`config.mk`:
```
export PLATFORM = sky130hd
export DESIGN_NAME = ltvs_regs
export DESIGN_NICKNAME = d
export VERILOG_FILES = /design/src/logic/ltvs_pkg.sv /design/src/logic/ltvs_strobe_if.sv /design/src/logic/ltvs_regs.sv /design/src/logic/ltvs_flash_seq.sv
export SDC_FILE = /design/constraint.sdc
export NUM_CORES = 1
export LEC_CHECK = 0
export ABC_AREA = 0
export CORE_ASPECT_RATIO = 1.75
export CORE_MARGIN = 1.5
export CORE_UTILIZATION = 57
export DETAILED_ROUTE_END_ITERATION = 10
export DONT_BUFFER_PORTS = 1
export HOLD_SLACK_MARGIN = 0.06
export PLACE_DENSITY = 0.78
export SLEW_MARGIN = 0
export SYNTH_ARGS = -nofsm -noshare
export SYNTH_HDL_FRONTEND = slang
export SYNTH_HIERARCHICAL = 1
export SYNTH_SLANG_ARGS = --single-unit
```
`constraint.sdc`:
```
create_clock -name i_clk -period 1.9 [get_ports i_clk]
set_clock_uncertainty 0.05 [all_clocks]
set_input_delay 0 -clock i_clk [delete_from_list [all_inputs] [get_ports i_clk]]
set_output_delay 0 -clock i_clk [all_outputs]
set_load 0.05 [all_outputs]
```
`src/logic/ltvs_pkg.sv`:
```
// ltvs_pkg: register map, field positions, reset values and timing counts of the
// thermal / output-voltage register logic of the flash driver.
// assumes a byte-wide register port decoded by the serial interface elsewhere.
package ltvs_pkg;
    localparam logic [7:0] ADDR_THERM_VOUT   = 8'h06;
    localparam logic [7:0] ADDR_SI_REV       = 8'h07;
    localparam int         BIT_TEMP_MON_EN   = 7;
    localparam int         BIT_OVER_TEMP     = 6;
    localparam int         BIT_TEMP_WARN     = 5;
    localparam int         BIT_HEADROOM_OK   = 4;
    localparam logic [3:0] VOUT_CODE_RST     = 4'h9;
    // arbitrary neutral revision value
    localparam logic [2:0] SI_REV_ID         = 3'h1;
    localparam logic [7:0] RD_ZERO           = 8'h00;
    // safety timer: one tick per millisecond at 10 MHz
    localparam int         CLK_HZ            = 10_000_000;
    localparam int         TICK_US           = 1000;
    localparam int         TICK_CYC          = CLK_HZ / 1_000_000 * TICK_US;
    localparam logic [13:0] TICK_CYC_W       = 14'(TICK_CYC);
    // dc-light watchdog window in ticks
    localparam logic [15:0] WDOG_TICKS       = 16'h9c40;
    // millivolt table of the output voltage code
    function automatic logic [12:0] vout_mv(input logic [3:0] code);
        logic [12:0] mv;
        mv = 13'h0ef1 + 13'(code) * 13'h007d;
        if (code == 4'h1) begin
            mv = 13'h0feb;
        end else if (code == 4'hf) begin
            mv = 13'h1644;
        end
        return mv;
    endfunction
endpackage

```
`src/logic/ltvs_strobe_if.sv`:
```
// ltvs_strobe_if: synchronised strobe levels passed from the top to the flash sequencer.
// assumes the top module owns the synchronisers.
`timescale 1ns/1ps
interface ltvs_strobe_if;
    logic flash_req;
    logic torch_req;
    logic wdog_off;
    logic shutdown;
    logic [7:0] flash_safety_timer_ticks;
    logic tick;
    logic flash_on;
    logic torch_on;
    logic flash_end;
    modport ctrl (output flash_req, torch_req, wdog_off, shutdown, flash_safety_timer_ticks, tick,
                  input  flash_on, torch_on, flash_end);
    modport seq  (input  flash_req, torch_req, wdog_off, shutdown, flash_safety_timer_ticks, tick,
                  output flash_on, torch_on, flash_end);
endinterface

```
`src/logic/ltvs_regs.sv`:
```
// ltvs_regs: thermal / output-voltage control register, silicon revision register and
// strobe gating of the flash driver.
// assumes the serial interface presents a byte register port (addr, wdata, wr, rd pulses,
// rdata sampled the cycle after rd) on i_clk; comparator and strobe inputs are async.
//
// Notes on behaviour
// - bit 7 enables temperature monitoring, reset off
// - bit 6 hot flag, cleared by writing zero
// - bit 5 warning flag, cleared after read
// - bit 4 headroom status sampled at flash end
// - bits 3:0 read back calibration result code
// - bits 3:0 write target voltage, reset 1001
// - code maps 3.825 V to 5.700 V
// - register 0x07 returns three-bit revision id
// - light commanded by registers or strobe pins
// - safety timer cuts off long flash
// - strobe b high disables torch watchdog
// - hot flag latches device into shutdown
// - thermal register sits at address 0x06
`timescale 1ns/1ps
module ltvs_regs (
    input  wire logic        i_clk,
    input  wire logic        i_rst_n,
    input  wire logic [7:0]  i_addr,
    input  wire logic [7:0]  i_wdata,
    input  wire logic        i_wr,
    input  wire logic        i_rd,
    input  wire logic        i_hot_cmp,
    input  wire logic        i_warn_cmp,
    input  wire logic        i_headroom_cmp,
    input  wire logic [3:0]  i_cal_code,
    input  wire logic        i_cal_done,
    input  wire logic        i_strobe_input_a,
    input  wire logic        i_strobe_input_b,
    input  wire logic        i_sw_flash,
    input  wire logic        i_sw_torch,
    input  wire logic [7:0]  i_flash_safety_timer_ticks,
    output logic [7:0]       o_rdata,
    output logic             o_temp_monitor_enable,
    output logic             o_shutdown,
    output logic [3:0]       o_output_voltage_code,
    output logic             o_flash_on,
    output logic             o_torch_on
);
    ////////////////////////////////////////////////////////////////////////////////
    // input synchronisers: a change counts once stages two and three agree
    logic [2:0] hot_sy_ff, warn_sy_ff, hdr_sy_ff, sa_sy_ff, sb_sy_ff;
    logic       hot_ff, warn_ff, hdr_ff, sa_ff, sb_ff;

    always_ff @(posedge i_clk or negedge i_rst_n) begin
        if (!i_rst_n) begin
            hot_sy_ff  <= 3'h0;
            warn_sy_ff <= 3'h0;
            hdr_sy_ff  <= 3'h0;
            sa_sy_ff   <= 3'h0;
            sb_sy_ff   <= 3'h0;
        end else begin
            hot_sy_ff  <= {hot_sy_ff[1:0], i_hot_cmp};
            warn_sy_ff <= {warn_sy_ff[1:0], i_warn_cmp};
            hdr_sy_ff  <= {hdr_sy_ff[1:0], i_headroom_cmp};
            sa_sy_ff   <= {sa_sy_ff[1:0], i_strobe_input_a};
            sb_sy_ff   <= {sb_sy_ff[1:0], i_strobe_input_b};
        end
    end

    always_ff @(posedge i_clk or negedge i_rst_n) begin
        if (!i_rst_n) begin
            hot_ff  <= 1'b0;
            warn_ff <= 1'b0;
            hdr_ff  <= 1'b0;
            sa_ff   <= 1'b0;
            sb_ff   <= 1'b0;
        end else begin
            if (hot_sy_ff[1] == hot_sy_ff[2]) begin
                hot_ff <= hot_sy_ff[2];
            end
            if (warn_sy_ff[1] == warn_sy_ff[2]) begin
                warn_ff <= warn_sy_ff[2];
            end
            if (hdr_sy_ff[1] == hdr_sy_ff[2]) begin
                hdr_ff <= hdr_sy_ff[2];
            end
            if (sa_sy_ff[1] == sa_sy_ff[2]) begin
                sa_ff <= sa_sy_ff[2];
            end
            if (sb_sy_ff[1] == sb_sy_ff[2]) begin
                sb_ff <= sb_sy_ff[2];
            end
        end
    end

    ////////////////////////////////////////////////////////////////////////////////
    // register decode
    logic wr_tv, rd_tv, rd_rev;
    assign wr_tv  = i_wr && (i_addr == ltvs_pkg::ADDR_THERM_VOUT);
    assign rd_tv  = i_rd && (i_addr == ltvs_pkg::ADDR_THERM_VOUT);
    assign rd_rev = i_rd && (i_addr == ltvs_pkg::ADDR_SI_REV);

    logic       temp_monitor_enable_ff;
    logic       over_temperature_flag_ff;
    logic       temperature_warning_flag_ff;
    logic       regulator_headroom_ok_ff;
    logic [3:0] output_voltage_code_ff;
    logic [3:0] cal_result_ff;
    logic       flash_end;

    always_ff @(posedge i_clk or negedge i_rst_n) begin
        if (!i_rst_n) begin
            temp_monitor_enable_ff <= 1'b0;
        end else if (wr_tv) begin
            temp_monitor_enable_ff <= i_wdata[ltvs_pkg::BIT_TEMP_MON_EN];
        end
    end

    // set wins over a software clear in the same cycle
    always_ff @(posedge i_clk or negedge i_rst_n) begin
        if (!i_rst_n) begin
            over_temperature_flag_ff <= 1'b0;
        end else if (temp_monitor_enable_ff && hot_ff) begin
            over_temperature_flag_ff <= 1'b1;
        end else if (wr_tv && !i_wdata[ltvs_pkg::BIT_OVER_TEMP]) begin
            over_temperature_flag_ff <= 1'b0;
        end
    end

    always_ff @(posedge i_clk or negedge i_rst_n) begin
        if (!i_rst_n) begin
            temperature_warning_flag_ff <= 1'b0;
        end else if (temp_monitor_enable_ff && warn_ff) begin
            temperature_warning_flag_ff <= 1'b1;
        end else if (rd_tv) begin
            temperature_warning_flag_ff <= 1'b0;
        end
    end

    // headroom is only meaningful at the end of the flash plateau
    always_ff @(posedge i_clk or negedge i_rst_n) begin
        if (!i_rst_n) begin
            regulator_headroom_ok_ff <= 1'b0;
        end else if (flash_end) begin
            regulator_headroom_ok_ff <= hdr_ff;
        end
    end

    // target written by the host, or a calibration result, drives the regulator; the readback is the calibration
    // result, which starts at the target so an uncalibrated part reads what was set
    always_ff @(posedge i_clk or negedge i_rst_n) begin
        if (!i_rst_n) begin
            output_voltage_code_ff <= ltvs_pkg::VOUT_CODE_RST;
        end else if (i_cal_done) begin
            output_voltage_code_ff <= i_cal_code;
        end else if (wr_tv) begin
            output_voltage_code_ff <= i_wdata[3:0];
        end
    end

    always_ff @(posedge i_clk or negedge i_rst_n) begin
        if (!i_rst_n) begin
            cal_result_ff <= ltvs_pkg::VOUT_CODE_RST;
        end else if (i_cal_done) begin
            cal_result_ff <= i_cal_code;
        end else if (wr_tv) begin
            cal_result_ff <= i_wdata[3:0];
        end
    end

    always_ff @(posedge i_clk or negedge i_rst_n) begin
        if (!i_rst_n) begin
            o_rdata <= ltvs_pkg::RD_ZERO;
        end else if (rd_tv) begin
            o_rdata <= {temp_monitor_enable_ff, over_temperature_flag_ff,
                        temperature_warning_flag_ff, regulator_headroom_ok_ff,
                        cal_result_ff};
        end else if (rd_rev) begin
            o_rdata <= {5'h00, ltvs_pkg::SI_REV_ID};
        end else if (i_rd) begin
            o_rdata <= ltvs_pkg::RD_ZERO;
        end
    end

    ////////////////////////////////////////////////////////////////////////////////
    // millisecond tick for the timers
    logic [13:0] div_ff;
    logic        tick_ff;
    always_ff @(posedge i_clk or negedge i_rst_n) begin
        if (!i_rst_n) begin
            div_ff  <= 14'h0000;
            tick_ff <= 1'b0;
        end else if (div_ff == ltvs_pkg::TICK_CYC_W - 14'h0001) begin
            div_ff  <= 14'h0000;
            tick_ff <= 1'b1;
        end else begin
            div_ff  <= div_ff + 14'h0001;
            tick_ff <= 1'b0;
        end
    end

    ltvs_strobe_if sif ();
    assign sif.flash_req  = sa_ff || i_sw_flash;
    assign sif.torch_req  = sb_ff || i_sw_torch;
    assign sif.wdog_off   = sb_ff;
    assign sif.shutdown   = over_temperature_flag_ff;
    assign sif.flash_safety_timer_ticks = i_flash_safety_timer_ticks;
    assign sif.tick       = tick_ff;
    assign flash_end      = sif.flash_end;

    ltvs_flash_seq u_seq (
        .i_clk   (i_clk),
        .i_rst_n (i_rst_n),
        .s       (sif)
    );

    always_ff @(posedge i_clk or negedge i_rst_n) begin
        if (!i_rst_n) begin
            o_flash_on            <= 1'b0;
            o_torch_on            <= 1'b0;
            o_shutdown            <= 1'b0;
            o_temp_monitor_enable <= 1'b0;
            o_output_voltage_code <= ltvs_pkg::VOUT_CODE_RST;
        end else begin
            o_flash_on            <= sif.flash_on && !over_temperature_flag_ff;
            o_torch_on            <= sif.torch_on && !over_temperature_flag_ff;
            o_shutdown            <= over_temperature_flag_ff;
            o_temp_monitor_enable <= temp_monitor_enable_ff;
            o_output_voltage_code <= output_voltage_code_ff;
        end
    end
endmodule

```
`src/logic/ltvs_flash_seq.sv`:
```
// ltvs_flash_seq: flash / torch sequencer with safety timer and torch watchdog.
// assumes synchronised requests and a one-cycle tick from the top.
`timescale 1ns/1ps
module ltvs_flash_seq (
    input  wire logic   i_clk,
    input  wire logic   i_rst_n,
    ltvs_strobe_if.seq  s
);
    typedef enum logic [1:0] {LTVS_IDLE, LTVS_FLASH, LTVS_HOLD} ltvs_st_t;
    ltvs_st_t    st_ff;
    logic [7:0]  flash_safety_timer_cnt_ff;
    logic [15:0] wdog_cnt_ff;
    logic        end_ff;
    logic        torch_ff;

    always_ff @(posedge i_clk or negedge i_rst_n) begin
        if (!i_rst_n) begin
            st_ff       <= LTVS_IDLE;
            flash_safety_timer_cnt_ff <= 8'h00;
            end_ff      <= 1'b0;
        end else begin
            end_ff <= 1'b0;
            case (st_ff)
                LTVS_IDLE: begin
                    flash_safety_timer_cnt_ff <= 8'h00;
                    if (s.flash_req && !s.shutdown) begin
                        st_ff <= LTVS_FLASH;
                    end
                end
                LTVS_FLASH: begin
                    if (s.tick) begin
                        flash_safety_timer_cnt_ff <= flash_safety_timer_cnt_ff + 8'h01;
                    end
                    // safety timer bounds the flash length
                    if (!s.flash_req || s.shutdown ||
                        (s.tick && flash_safety_timer_cnt_ff + 8'h01 >= s.flash_safety_timer_ticks)) begin
                        end_ff <= 1'b1;
                        st_ff  <= s.flash_req ? LTVS_HOLD : LTVS_IDLE;
                    end
                end
                LTVS_HOLD: begin
                    // a timed-out strobe must drop before the next flash
                    if (!s.flash_req) begin
                        st_ff <= LTVS_IDLE;
                    end
                end
                default: st_ff <= LTVS_IDLE;
            endcase
        end
    end

    // torch watchdog, held at zero while strobe b is high
    always_ff @(posedge i_clk or negedge i_rst_n) begin
        if (!i_rst_n) begin
            wdog_cnt_ff <= 16'h0000;
            torch_ff    <= 1'b0;
        end else if (!s.torch_req || s.shutdown) begin
            wdog_cnt_ff <= 16'h0000;
            torch_ff    <= 1'b0;
        end else if (s.wdog_off) begin
            wdog_cnt_ff <= 16'h0000;
            torch_ff    <= 1'b1;
        end else if (wdog_cnt_ff >= ltvs_pkg::WDOG_TICKS) begin
            torch_ff    <= 1'b0;
        end else begin
            torch_ff    <= 1'b1;
            if (s.tick) begin
                wdog_cnt_ff <= wdog_cnt_ff + 16'h0001;
            end
        end
    end

    assign s.flash_on  = (st_ff == LTVS_FLASH);
    assign s.torch_on  = torch_ff;
    assign s.flash_end = end_ff;
endmodule

```
# Word-level counts from Yosys, hierarchy flattened
# Index checks and enable logic that the tools add are counted.
# totals
reg_bits,87
in_bits,40
output_inout_bits,16
wordCells,104
# op_classes
addsub,3
magnitude_cmp,2
n_eq_ne,15
mux,27
reduce_logical,29
# ops
cell,count
two-way mux 16 bit,4
two-way mux 8 bit,4
adder 16 x 1 -> 16 bit (second input constant),1
== test 8 x 3 -> 1 bit (second input constant),2
>= comparator 16 bit (second input constant),1
case mux 8 bit (2 select lines),1
adder 14 x 1 -> 14 bit (second input constant),1
== test 14 bit (second input constant),1
two-way mux 14 bit,1
logical AND 1 bit,10
two-way mux 1 bit,10
adder 8 x 1 -> 8 bit (second input constant),1
>= comparator 8 bit,1
two-way mux 2 bit,4
two-way mux 4 bit,2
nonzero test 2 bit,4
case mux 2 bit (3 select lines),1
nonzero test 3 bit,2
== test 1 bit,5
logical OR 1 bit,5
logical NOT 1 bit,4
!= test 2 x 1 -> 1 bit (second input constant),2
!= test 2 bit (second input constant),2
AND reduction 2 bit,2
other kinds (5),5

# Depth between registers and ports, before layout
# Gate-level depths: netlist of run 1.
# depth
word_depth,6
mapped_depth,10
depth_no_buf,10

# Hierarchy
# Netlist of run 1, hierarchy kept.
# modules_own_cells
mod,instances,cells_per_inst,area_each_um2,seq_area_each_um2
ltvs_regs,1,150,2159.6,1481.4
ltvs_flash_seq,1,174,1667.8,700.7

# Worst setup path after synthesis of run 1
# Ideal clock, no wire load.
# synth_path
kind,flip-flop to flip-flop
from,register u_seq.flash_safety_timer_cnt_ff[0]
to,register u_seq.st_ff[1]
setup_time_ps,135
arrival_ps,1891
required_ps,1715
slack_ps,-176
path_stages_with_launch,10
n_path_buf,0
period_less_slack_ps,2076
path_cell_list,dfrtp_1 -> and3_1 -> nand3_1 -> nor2_1 -> xor2_1 -> ha_1 -> a21oi_1 -> nand2_1 -> o311ai_1 -> o21ai_1
# synth_between
elab_chain_cells,6
# synth_rtl
element,line_no,text
start: declaration,ltvs_flash_seq.sv:11,logic [7:0] flash_safety_timer_cnt_ff;
start signal: assignment,ltvs_flash_seq.sv:32,flash_safety_timer_cnt_ff <= flash_safety_timer_cnt_ff + 8'h01;
adder 8 x 1 -> 8 bit,ltvs_flash_seq.sv:36,(s.tick && flash_safety_timer_cnt_ff + 8'h01 >= s.flash_safety_timer_ticks)) begin
>= comparator 8 bit,ltvs_flash_seq.sv:36,
logical AND 1 bit,ltvs_flash_seq.sv:36,
logical OR 1 bit,ltvs_flash_seq.sv:35,if (!s.flash_req || s.shutdown ||
!= test 2 x 1 -> 1 bit (no source line),n/a,
AND reduction 3 bit (no source line),n/a,
end signal: assignment,ltvs_flash_seq.sv:38,st_ff <= s.flash_req ? LTVS_HOLD : LTVS_IDLE;
end: declaration,ltvs_flash_seq.sv:10,ltvs_st_t st_ff;
# Every way passes these cells.
# A chain may end at the register's enable or synchronous reset.

# Worst setup path in the final report of run 1
# layout_path
from,register u_seq.flash_safety_timer_cnt_ff[1]
to,register u_seq.st_ff[0]
# The elaborated chain is that of the path after synthesis.

==> results of run 1 <==
synthesized netlist by cell type (all sizes together), types with 4 or more instances:
library cell	n	area, µm²
nand4	7	65.06
o21ai	10	53.80
nand2	17	63.81
xnor2	23	201.4
a21oi	7	35.03
a211oi	4	30.03
nor4	6	58.80
inv	17	63.81
xor2	8	70.07
mux2	10	112.6
nor3	6	30.03
a22o	7	61.31
dfstp	4	105.1
nor2	32	120.1
clkbuf	5	18.77
a32o	6	60.06
and3	6	38.79
ha	13	162.7
nor2b	6	37.54
maj3	5	50.05
dfrtp	83	2077
nand3	14	70.07
power breakdown:
group          total, mW  leakage, nW  internal, mW  switching, mW
registers           2.00         1.11          1.92         0.0797
clock network       1.67        0.140         0.910          0.760
logic              0.169        0.809        0.0962         0.0726
total               3.84         2.06          2.93          0.912
path summary, 6_finish.rpt:
| path | end | depth (start not counted) | from | slack [ns] |
|---|---|---|---|---|
| setup / recovery | u_seq/st_ff[0] | 9 | u_seq/flash_safety_timer_cnt_ff[1] | -0.36 |
| hold / removal | cal_result_ff[2] | 0 | i_rst_n | -0.70 |
| setup reg to reg | u_seq/st_ff[0] | 9 | u_seq/flash_safety_timer_cnt_ff[1] | -0.36 |
| hold reg to reg | sa_sy_ff[1] | 0 | sa_sy_ff[0] | 0.30 |
| max in group asynchronous | cal_result_ff[3] | 0 | i_rst_n | 2.32 |
| min in group i_clk | temperature_warning_flag_ff | 3 | i_addr[1] | 0.15 |
what timing repair did:
action	4_1_cts	5_1_grt
endpoints found under the setup margin	3	5
buffers inserted	5	2
endpoints found under the hold margin	110	87
pin swaps	10	11
resized for setup	11	23
cell usage in the layout, fill, tap and decap left out, types with 4 or more instances in the layout:
| cell | instances |
|---|---|
| a211oi_1 | 4 |
| a21oi_1 | 5 |
| a22o_1 | 7 |
| a32o_1 | 6 |
| and3_1 | 4 |
| buf_4 | 22 |
| clkbuf_16 | 9 |
| dfrtp_1 | 82 |
| dfstp_2 | 4 |
| dlygate4sd3_1 | 22 |
| ha_1 | 8 |
| ha_4 | 4 |
| inv_1 | 17 |
| maj3_1 | 5 |
| mux2_1 | 4 |
| mux2_2 | 6 |
| nand2_1 | 16 |
| nand3_1 | 11 |
| nand4_1 | 5 |
| nor2_1 | 30 |
| nor2b_1 | 6 |
| nor3_1 | 5 |
| nor4_1 | 4 |
| o21ai_0 | 6 |
| xnor2_1 | 22 |
| xor2_1 | 6 |
state kept, by name, summed over array words and instances (netlist names), 2 cells and up:
name / cells
hot_sy_ff: 3
sb_sy_ff: 3
cal_result_ff: 4
o_output_voltage_code: 4
o_rdata: 8
u_seq/st_ff: 2
u_seq/flash_safety_timer_cnt_ff: 8
warn_sy_ff: 3
u_seq/wdog_cnt_ff: 16
sa_sy_ff: 3
hdr_sy_ff: 3
div_ff: 14
per-stage QoR:
stage | worst slack, ns | utilization [%] | area, µm²
global route | -0.4216 | 74.05 | 4806
detailed placement | -0.3112 | 62.29 | 4043
CTS | -0.2444 | 71.37 | 4632
floorplan | -0.1016 | - | 3842
global placement | -0.2396 | 62.29 | 4043
finish | -0.3642 | 74.05 | 4806
layer usage:
metal | vias to the layer above | part of all wire, % | GRT usage [%]
met5 | - | 0 | 0
met4 | 0 | 3.4 | 10.50
met3 | 21 | 3.8 | 4.040
met2 | 75 | 53 | 37.11
met1 | 1325 | 40 | 27.28
li1 | 1230 | - | -
final cells by class:
type / count / area, µm² / share of cell area, %
Clock buffer: 10 / 229.0 / 4.764
Clock inverter: 6 / 51.30 / 1.067
Inverter: 18 / 67.56 / 1.406
Multi-Input combinational cell: 212 / 1764 / 36.71
Sequential cell: 87 / 2183 / 45.43
Tap cell: 82 / 102.6 / 2.135
Timing Repair Buffer: 46 / 407.9 / 8.487
cell families (layout without fill, tap and decap cells):
logic type	count (synthesis)	in the layout	share of synthesized area, %
AND/OR/NAND/NOR	106	106	15.27
XOR/XNOR	31	31	7.094
AO/OA/AOI/OAI	46	46	9.317
adder cells (fa/ha/maj)	18	18	5.558
flip-flops	87	87	57.01
buffers and inverters	25	80	2.550
multiplexers	11	11	3.203
worst max-delay path, delay by kind of cell (launching register included):
kind / cells / cell delay (ns)
DFF: 1 / 0.38
adders and majority gates: 1 / 0.32
AOI/OAI and AO/OA: 2 / 0.38
buffers and inverters: 2 / 0.26
and+or+nand+nor: 3 / 0.52
xor gates and xnor gates: 1 / 0.26
==> metrics.csv, run 1 <==
stage;metric;value;unit
run_status;run_status;finished with violations;
run_status;violations;hold timing, setup timing;
timing;min_period;2.264;ns
timing;drv_slew;0;
synth;synth_cell_type_count;51;
clock_tree;clock_tree.root_cell;clkbuf_16;
critical_path;endpoint_kind;register;
grt;antenna_found_initial;0;
critical_path;crit_chain;buf_4, buf_4, nand3_1, xnor2_1, ha_1, nor3_1, nor3_2, o311ai_4, o211a_1;
clock_tree;clk_latency;0.34;ns
floorplanning;core_area;6490;µm²
timing;worst_pin_slew;0.6934;ns
synth;ys_seq_area_share;57.01;%
synth;synthFlopType;dfrtp_1;
clock_tree;cts_htree_levels;3;
routing;wire_per_inst;18.43;µm
place;place_congestion;0.8078;
power;irDropWorstVdd;0.7967;mV
timing;max_freq;0.4417;GHz
clock_tree;path_clk_slew;0.07;ns
floorplanning;die_x;64.95;µm
grt;grt_max_degree;88;
finish;drive_gt1_share;22.43;%
routing;drt_iter0_drc;215;
place;dp.cells;416;
flow_run;cap_violations;0;
worst_hold_path;hold_class;in2async;
grt;grt-ovfl-total;0;
finish;synthToLayoutAreaGrowth;25.56;%
clock_tree;cts_sinks;87;
grt;grt_first_pass_wirelength;12340;µm
clock_tree;clk_path_buf_depth;2;
power;cellPowerDensity;799.0;nW/µm²
critical_path;cpMostUsedCell;buf_4;
synth;yosys_warnings;6;
timing;setup_ws;-0.3642;ns
floorplanning;ios;56;
synth;synth-seq-cells;87;
synth;syn_inst;324;
critical_path;worstSetupPathType;reg2reg;
critical_path;worstPathRequired;2.08;ns
place;dpl.hpwl;4803;µm
floorplanning;floorplan.initialDensity;58.97;%
critical_path;arrival;2.45;ns
power;leakagePower;2.062;nW
routing;wl;8495;µm
finish;fillers;396;
timing;finalSetupViolations;3;
floorplanning;fp.dieArea;7235;µm²
grt;track_usage;22.13;%
place;port_buffers;0;
timing;finalHoldViolations;87;
synth;avgSynthCellArea;11.81;µm²
synth;async_reset_ff_share;100.0;%
timing;rsz0062_at_grt;true;
routing;drc;0;
finish;final_cells;461;
timing;hold_ws;-0.7001;ns
finish;diodes;0;
timing;timing.setup.tns;-0.9810;ns
floorplanning;num_rows;39;
clock_tree;cts_tree;yes;
power;total_power;3.840;mW
clock_tree;postCtsHoldBufs;22;
critical_path;cpPeakStageDelay;0.38;ns
timing;relSlewSlack;53.68;%
synth;syn_nets;377;
routing;first_pass_iters;4;
routing;vias_per_cell;5.751;
routing;drtAntennaViolNets;0;
synth;synth_edf_count;0;
critical_path;cp_slowest_cell;dfrtp_1;
floorplanning;die_height;111.4;µm
clock_tree;numCtsBuffers;9;
critical_path;critPathMaxFanout;3;
synth;syn_area;3827;µm²
routing;vias;2651;
critical_path;startpoint_type;register;
finish;fin_nets;427;
timing;fin_crit_sh;119.2;%
grt;grt_pass1_vias;2693;
Note: power is estimated with default switching activity, not from simulation.
==> run 2, diff against run 1 <==
--- a/config.mk
+++ b/config.mk
@@ -6,13 +6,13 @@
 export NUM_CORES = 1
 export LEC_CHECK = 0
 export ABC_AREA = 0
-export CORE_ASPECT_RATIO = 1.75
 export CORE_MARGIN = 1.5
 export CORE_UTILIZATION = 57
 export DETAILED_ROUTE_END_ITERATION = 10
 export DONT_BUFFER_PORTS = 1
 export HOLD_SLACK_MARGIN = 0.06
 export PLACE_DENSITY = 0.78
+export REMOVE_ABC_BUFFERS = 1
 export SLEW_MARGIN = 0
 export SYNTH_ARGS = -nofsm -noshare
 export SYNTH_HDL_FRONTEND = slang
==> metrics.csv, run 2 (synthesized netlist as in run 1, its figures left out) <==
stage;metric;value;unit
clock_tree;numCtsBuffers;9;
clock_tree;clk_latency;0.35;ns
critical_path;cp_top_family;compound AO/OA/AOI/OAI gates;
power;sw_frac_of_total;24.13;%
critical_path;worstPathRequired;2.13;ns
critical_path;arrival;2.41;ns
timing;fin_crit_sh;114.4;%
timing;drv_slew;0;
timing;setup_ws;-0.2737;ns
clock_tree;cts_tree;yes;
critical_path;r2r-end;u_seq/st_ff[0];
floorplanning;die_x;84.95;µm
timing;max_freq;0.4600;GHz
critical_path;cpPeakStageDelay;0.38;ns
routing;drt_iter0_drc;126;
critical_path;r2r-start;u_seq/flash_safety_timer_cnt_ff[0];
power;p_seq_share;59.9;%
timing;rsz0062_at_grt;true;
power;cellPowerDensity;728.9;nW/µm²
timing;worst_pin_slew;0.5053;ns
floorplanning;fp.dieArea;7216;µm²
power;intPower;2.535;mW
power;comb_power_share;4.8;%
floorplanning;floorplan.initialDensity;59.59;%
finish;largest_register_ffs;16;
critical_path;reg2reg_slack;-0.27;ns
place;dp.cells;413;
routing;drc;7;
finish;final_common_cell;dfrtp_1;
critical_path;worstSetupPathType;reg2reg;
clock_tree;clk_path_buf_depth;2;
routing;vias_per_cell;5.823;
run_status;violations;DRC, hold timing, setup timing;
critical_path;crit_chain;ha_2, nand3_4, nor2_4, xor2_2, ha_4, nand3_1, nand2_2, o311ai_4, o211a_1;
routing;drtAntennaViolNets;0;
worst_hold_path;hold_class;in2async;
clock_tree;cts_sinks;87;
grt;grt_first_pass_wirelength;13010;µm
floorplanning;core_area;6422;µm²
floorplanning;die_height;84.95;µm
critical_path;r2r_cells;9;
finish;top_regs;u_seq/wdog_cnt_ff (16), div_ff (14);
finish;regMostFlops;u_seq/wdog_cnt_ff;
routing;wl;8076;µm
routing;wire_per_inst;17.83;µm
finish;drive_gt1_share;19.20;%
critical_path;startpoint_type;register;
timing;finalHoldViolations;87;
place;place_area;4036;µm²
critical_path;cp_slowest_cell;dfrtp_1;
place;dpl.hpwl;4760;µm
routing;first_pass_iters;7;
grt;antenna_found_initial;1;
grt;grt-ovfl-total;0;
timing;hold_ws;-0.7165;ns
finish;final_cell_mix;83 x dfrtp_1, 30 x nor2_1, 23 x xnor2_1;
clock_tree;path_clk_slew;0.09;ns
routing;vias;2638;
timing;timing.setup.tns;-0.7495;ns
finish;fin_nets;423;
critical_path;critPathMaxFanout;3;
power;switchingPower;0.8064;mW
flow_run;cap_violations;0;
place;dp_slack;-0.3757;ns
grt;track_usage;23.28;%
grt;grt_max_degree;88;
clock_tree;cts_htree_levels;3;
timing;finalSetupViolations;3;
timing;min_period;2.174;ns
power;irDropWorstVdd;0.4055;mV
finish;final_area;4584;µm²
finish;synthToLayoutAreaGrowth;19.78;%
critical_path;path_buf_inv;0;
run_status;run_status;finished with violations;
floorplanning;num_rows;29;
clock_tree;clock_tree.root_cell;clkbuf_8;
place;port_buffers;0;
power;leakagePower;1.967;nW
finish;final_cells;453;
floorplanning;ios;56;
critical_path;endpoint_kind;register;
power;p_clk_share;35.3;%
timing;relSlewSlack;66.32;%
grt;grt_pass1_vias;2745;
clock_tree;postCtsHoldBufs;22;
place;place_congestion;0.8811;
-- run 2: stage by stage --
stage	power [mW]	util, %
after global placement	2.123	62.85
after CTS	3.341	70.08
after global routing	3.461	71.38
after detailed placement	2.135	62.85
after floorplan	2.097	-
final	3.341	71.38
-- run 2: area by class of cell --
type	count	area, µm²
diodes	1	2.502
clock buffers	11	141.4
clock inverters	5	42.54
fillers	418	1838
inverters	18	67.56
multi-input cells	212	1682
flip-flops and latches	87	2182
well taps	77	96.34
repair buffers	42	370.4
-- run 2: power groups by stage --
stage	Clock [mW]	Sequential (mW)	Combinational (mW)
after floorplan	0	2.02	0.0753
after global placement	0	2.03	0.0916
after detailed placement	0	2.04	0.0992
after CTS	1.20	2.00	0.146
after global routing	1.28	2.01	0.170
final	1.18	2.00	0.159
-- run 2: worst max path at each step --
stage,endpoint,start,depth (start not counted),slack [ns]
after floorplan,u_seq/st_ff[1],u_seq/flash_safety_timer_cnt_ff[0],9,-0.18
after global placement,u_seq/st_ff[1],u_seq/flash_safety_timer_cnt_ff[0],9,-0.26
final,u_seq/st_ff[0],u_seq/flash_safety_timer_cnt_ff[0],9,-0.27
after detailed placement,u_seq/st_ff[1],u_seq/flash_safety_timer_cnt_ff[0],9,-0.38
after global routing,u_seq/st_ff[0],u_seq/flash_safety_timer_cnt_ff[1],10,-0.33
after CTS,u_seq/st_ff[0],u_seq/flash_safety_timer_cnt_ff[0],10,-0.24
-- run 2: metal layers --
metal / up-vias / part of all wire, % / track usage (%)
li1: 1221 / - / -
met1: 1332 / 40 / 28.23
met2: 75 / 54 / 40.33
met3: 10 / 4.2 / 6.031
met4: 0 / 1.6 / 8.197
met5: - / 0 / 0
-- run 2: repair_timing --
| action | CTS | global route |
|---|---|---|
| pin swaps | 11 | 11 |
| gates resized for setup | 10 | 12 |
| endpoints found under the hold margin | 110 | 87 |
| setup buffers | 1 | 0 |
| setup endpoints to repair | 3 | 3 |
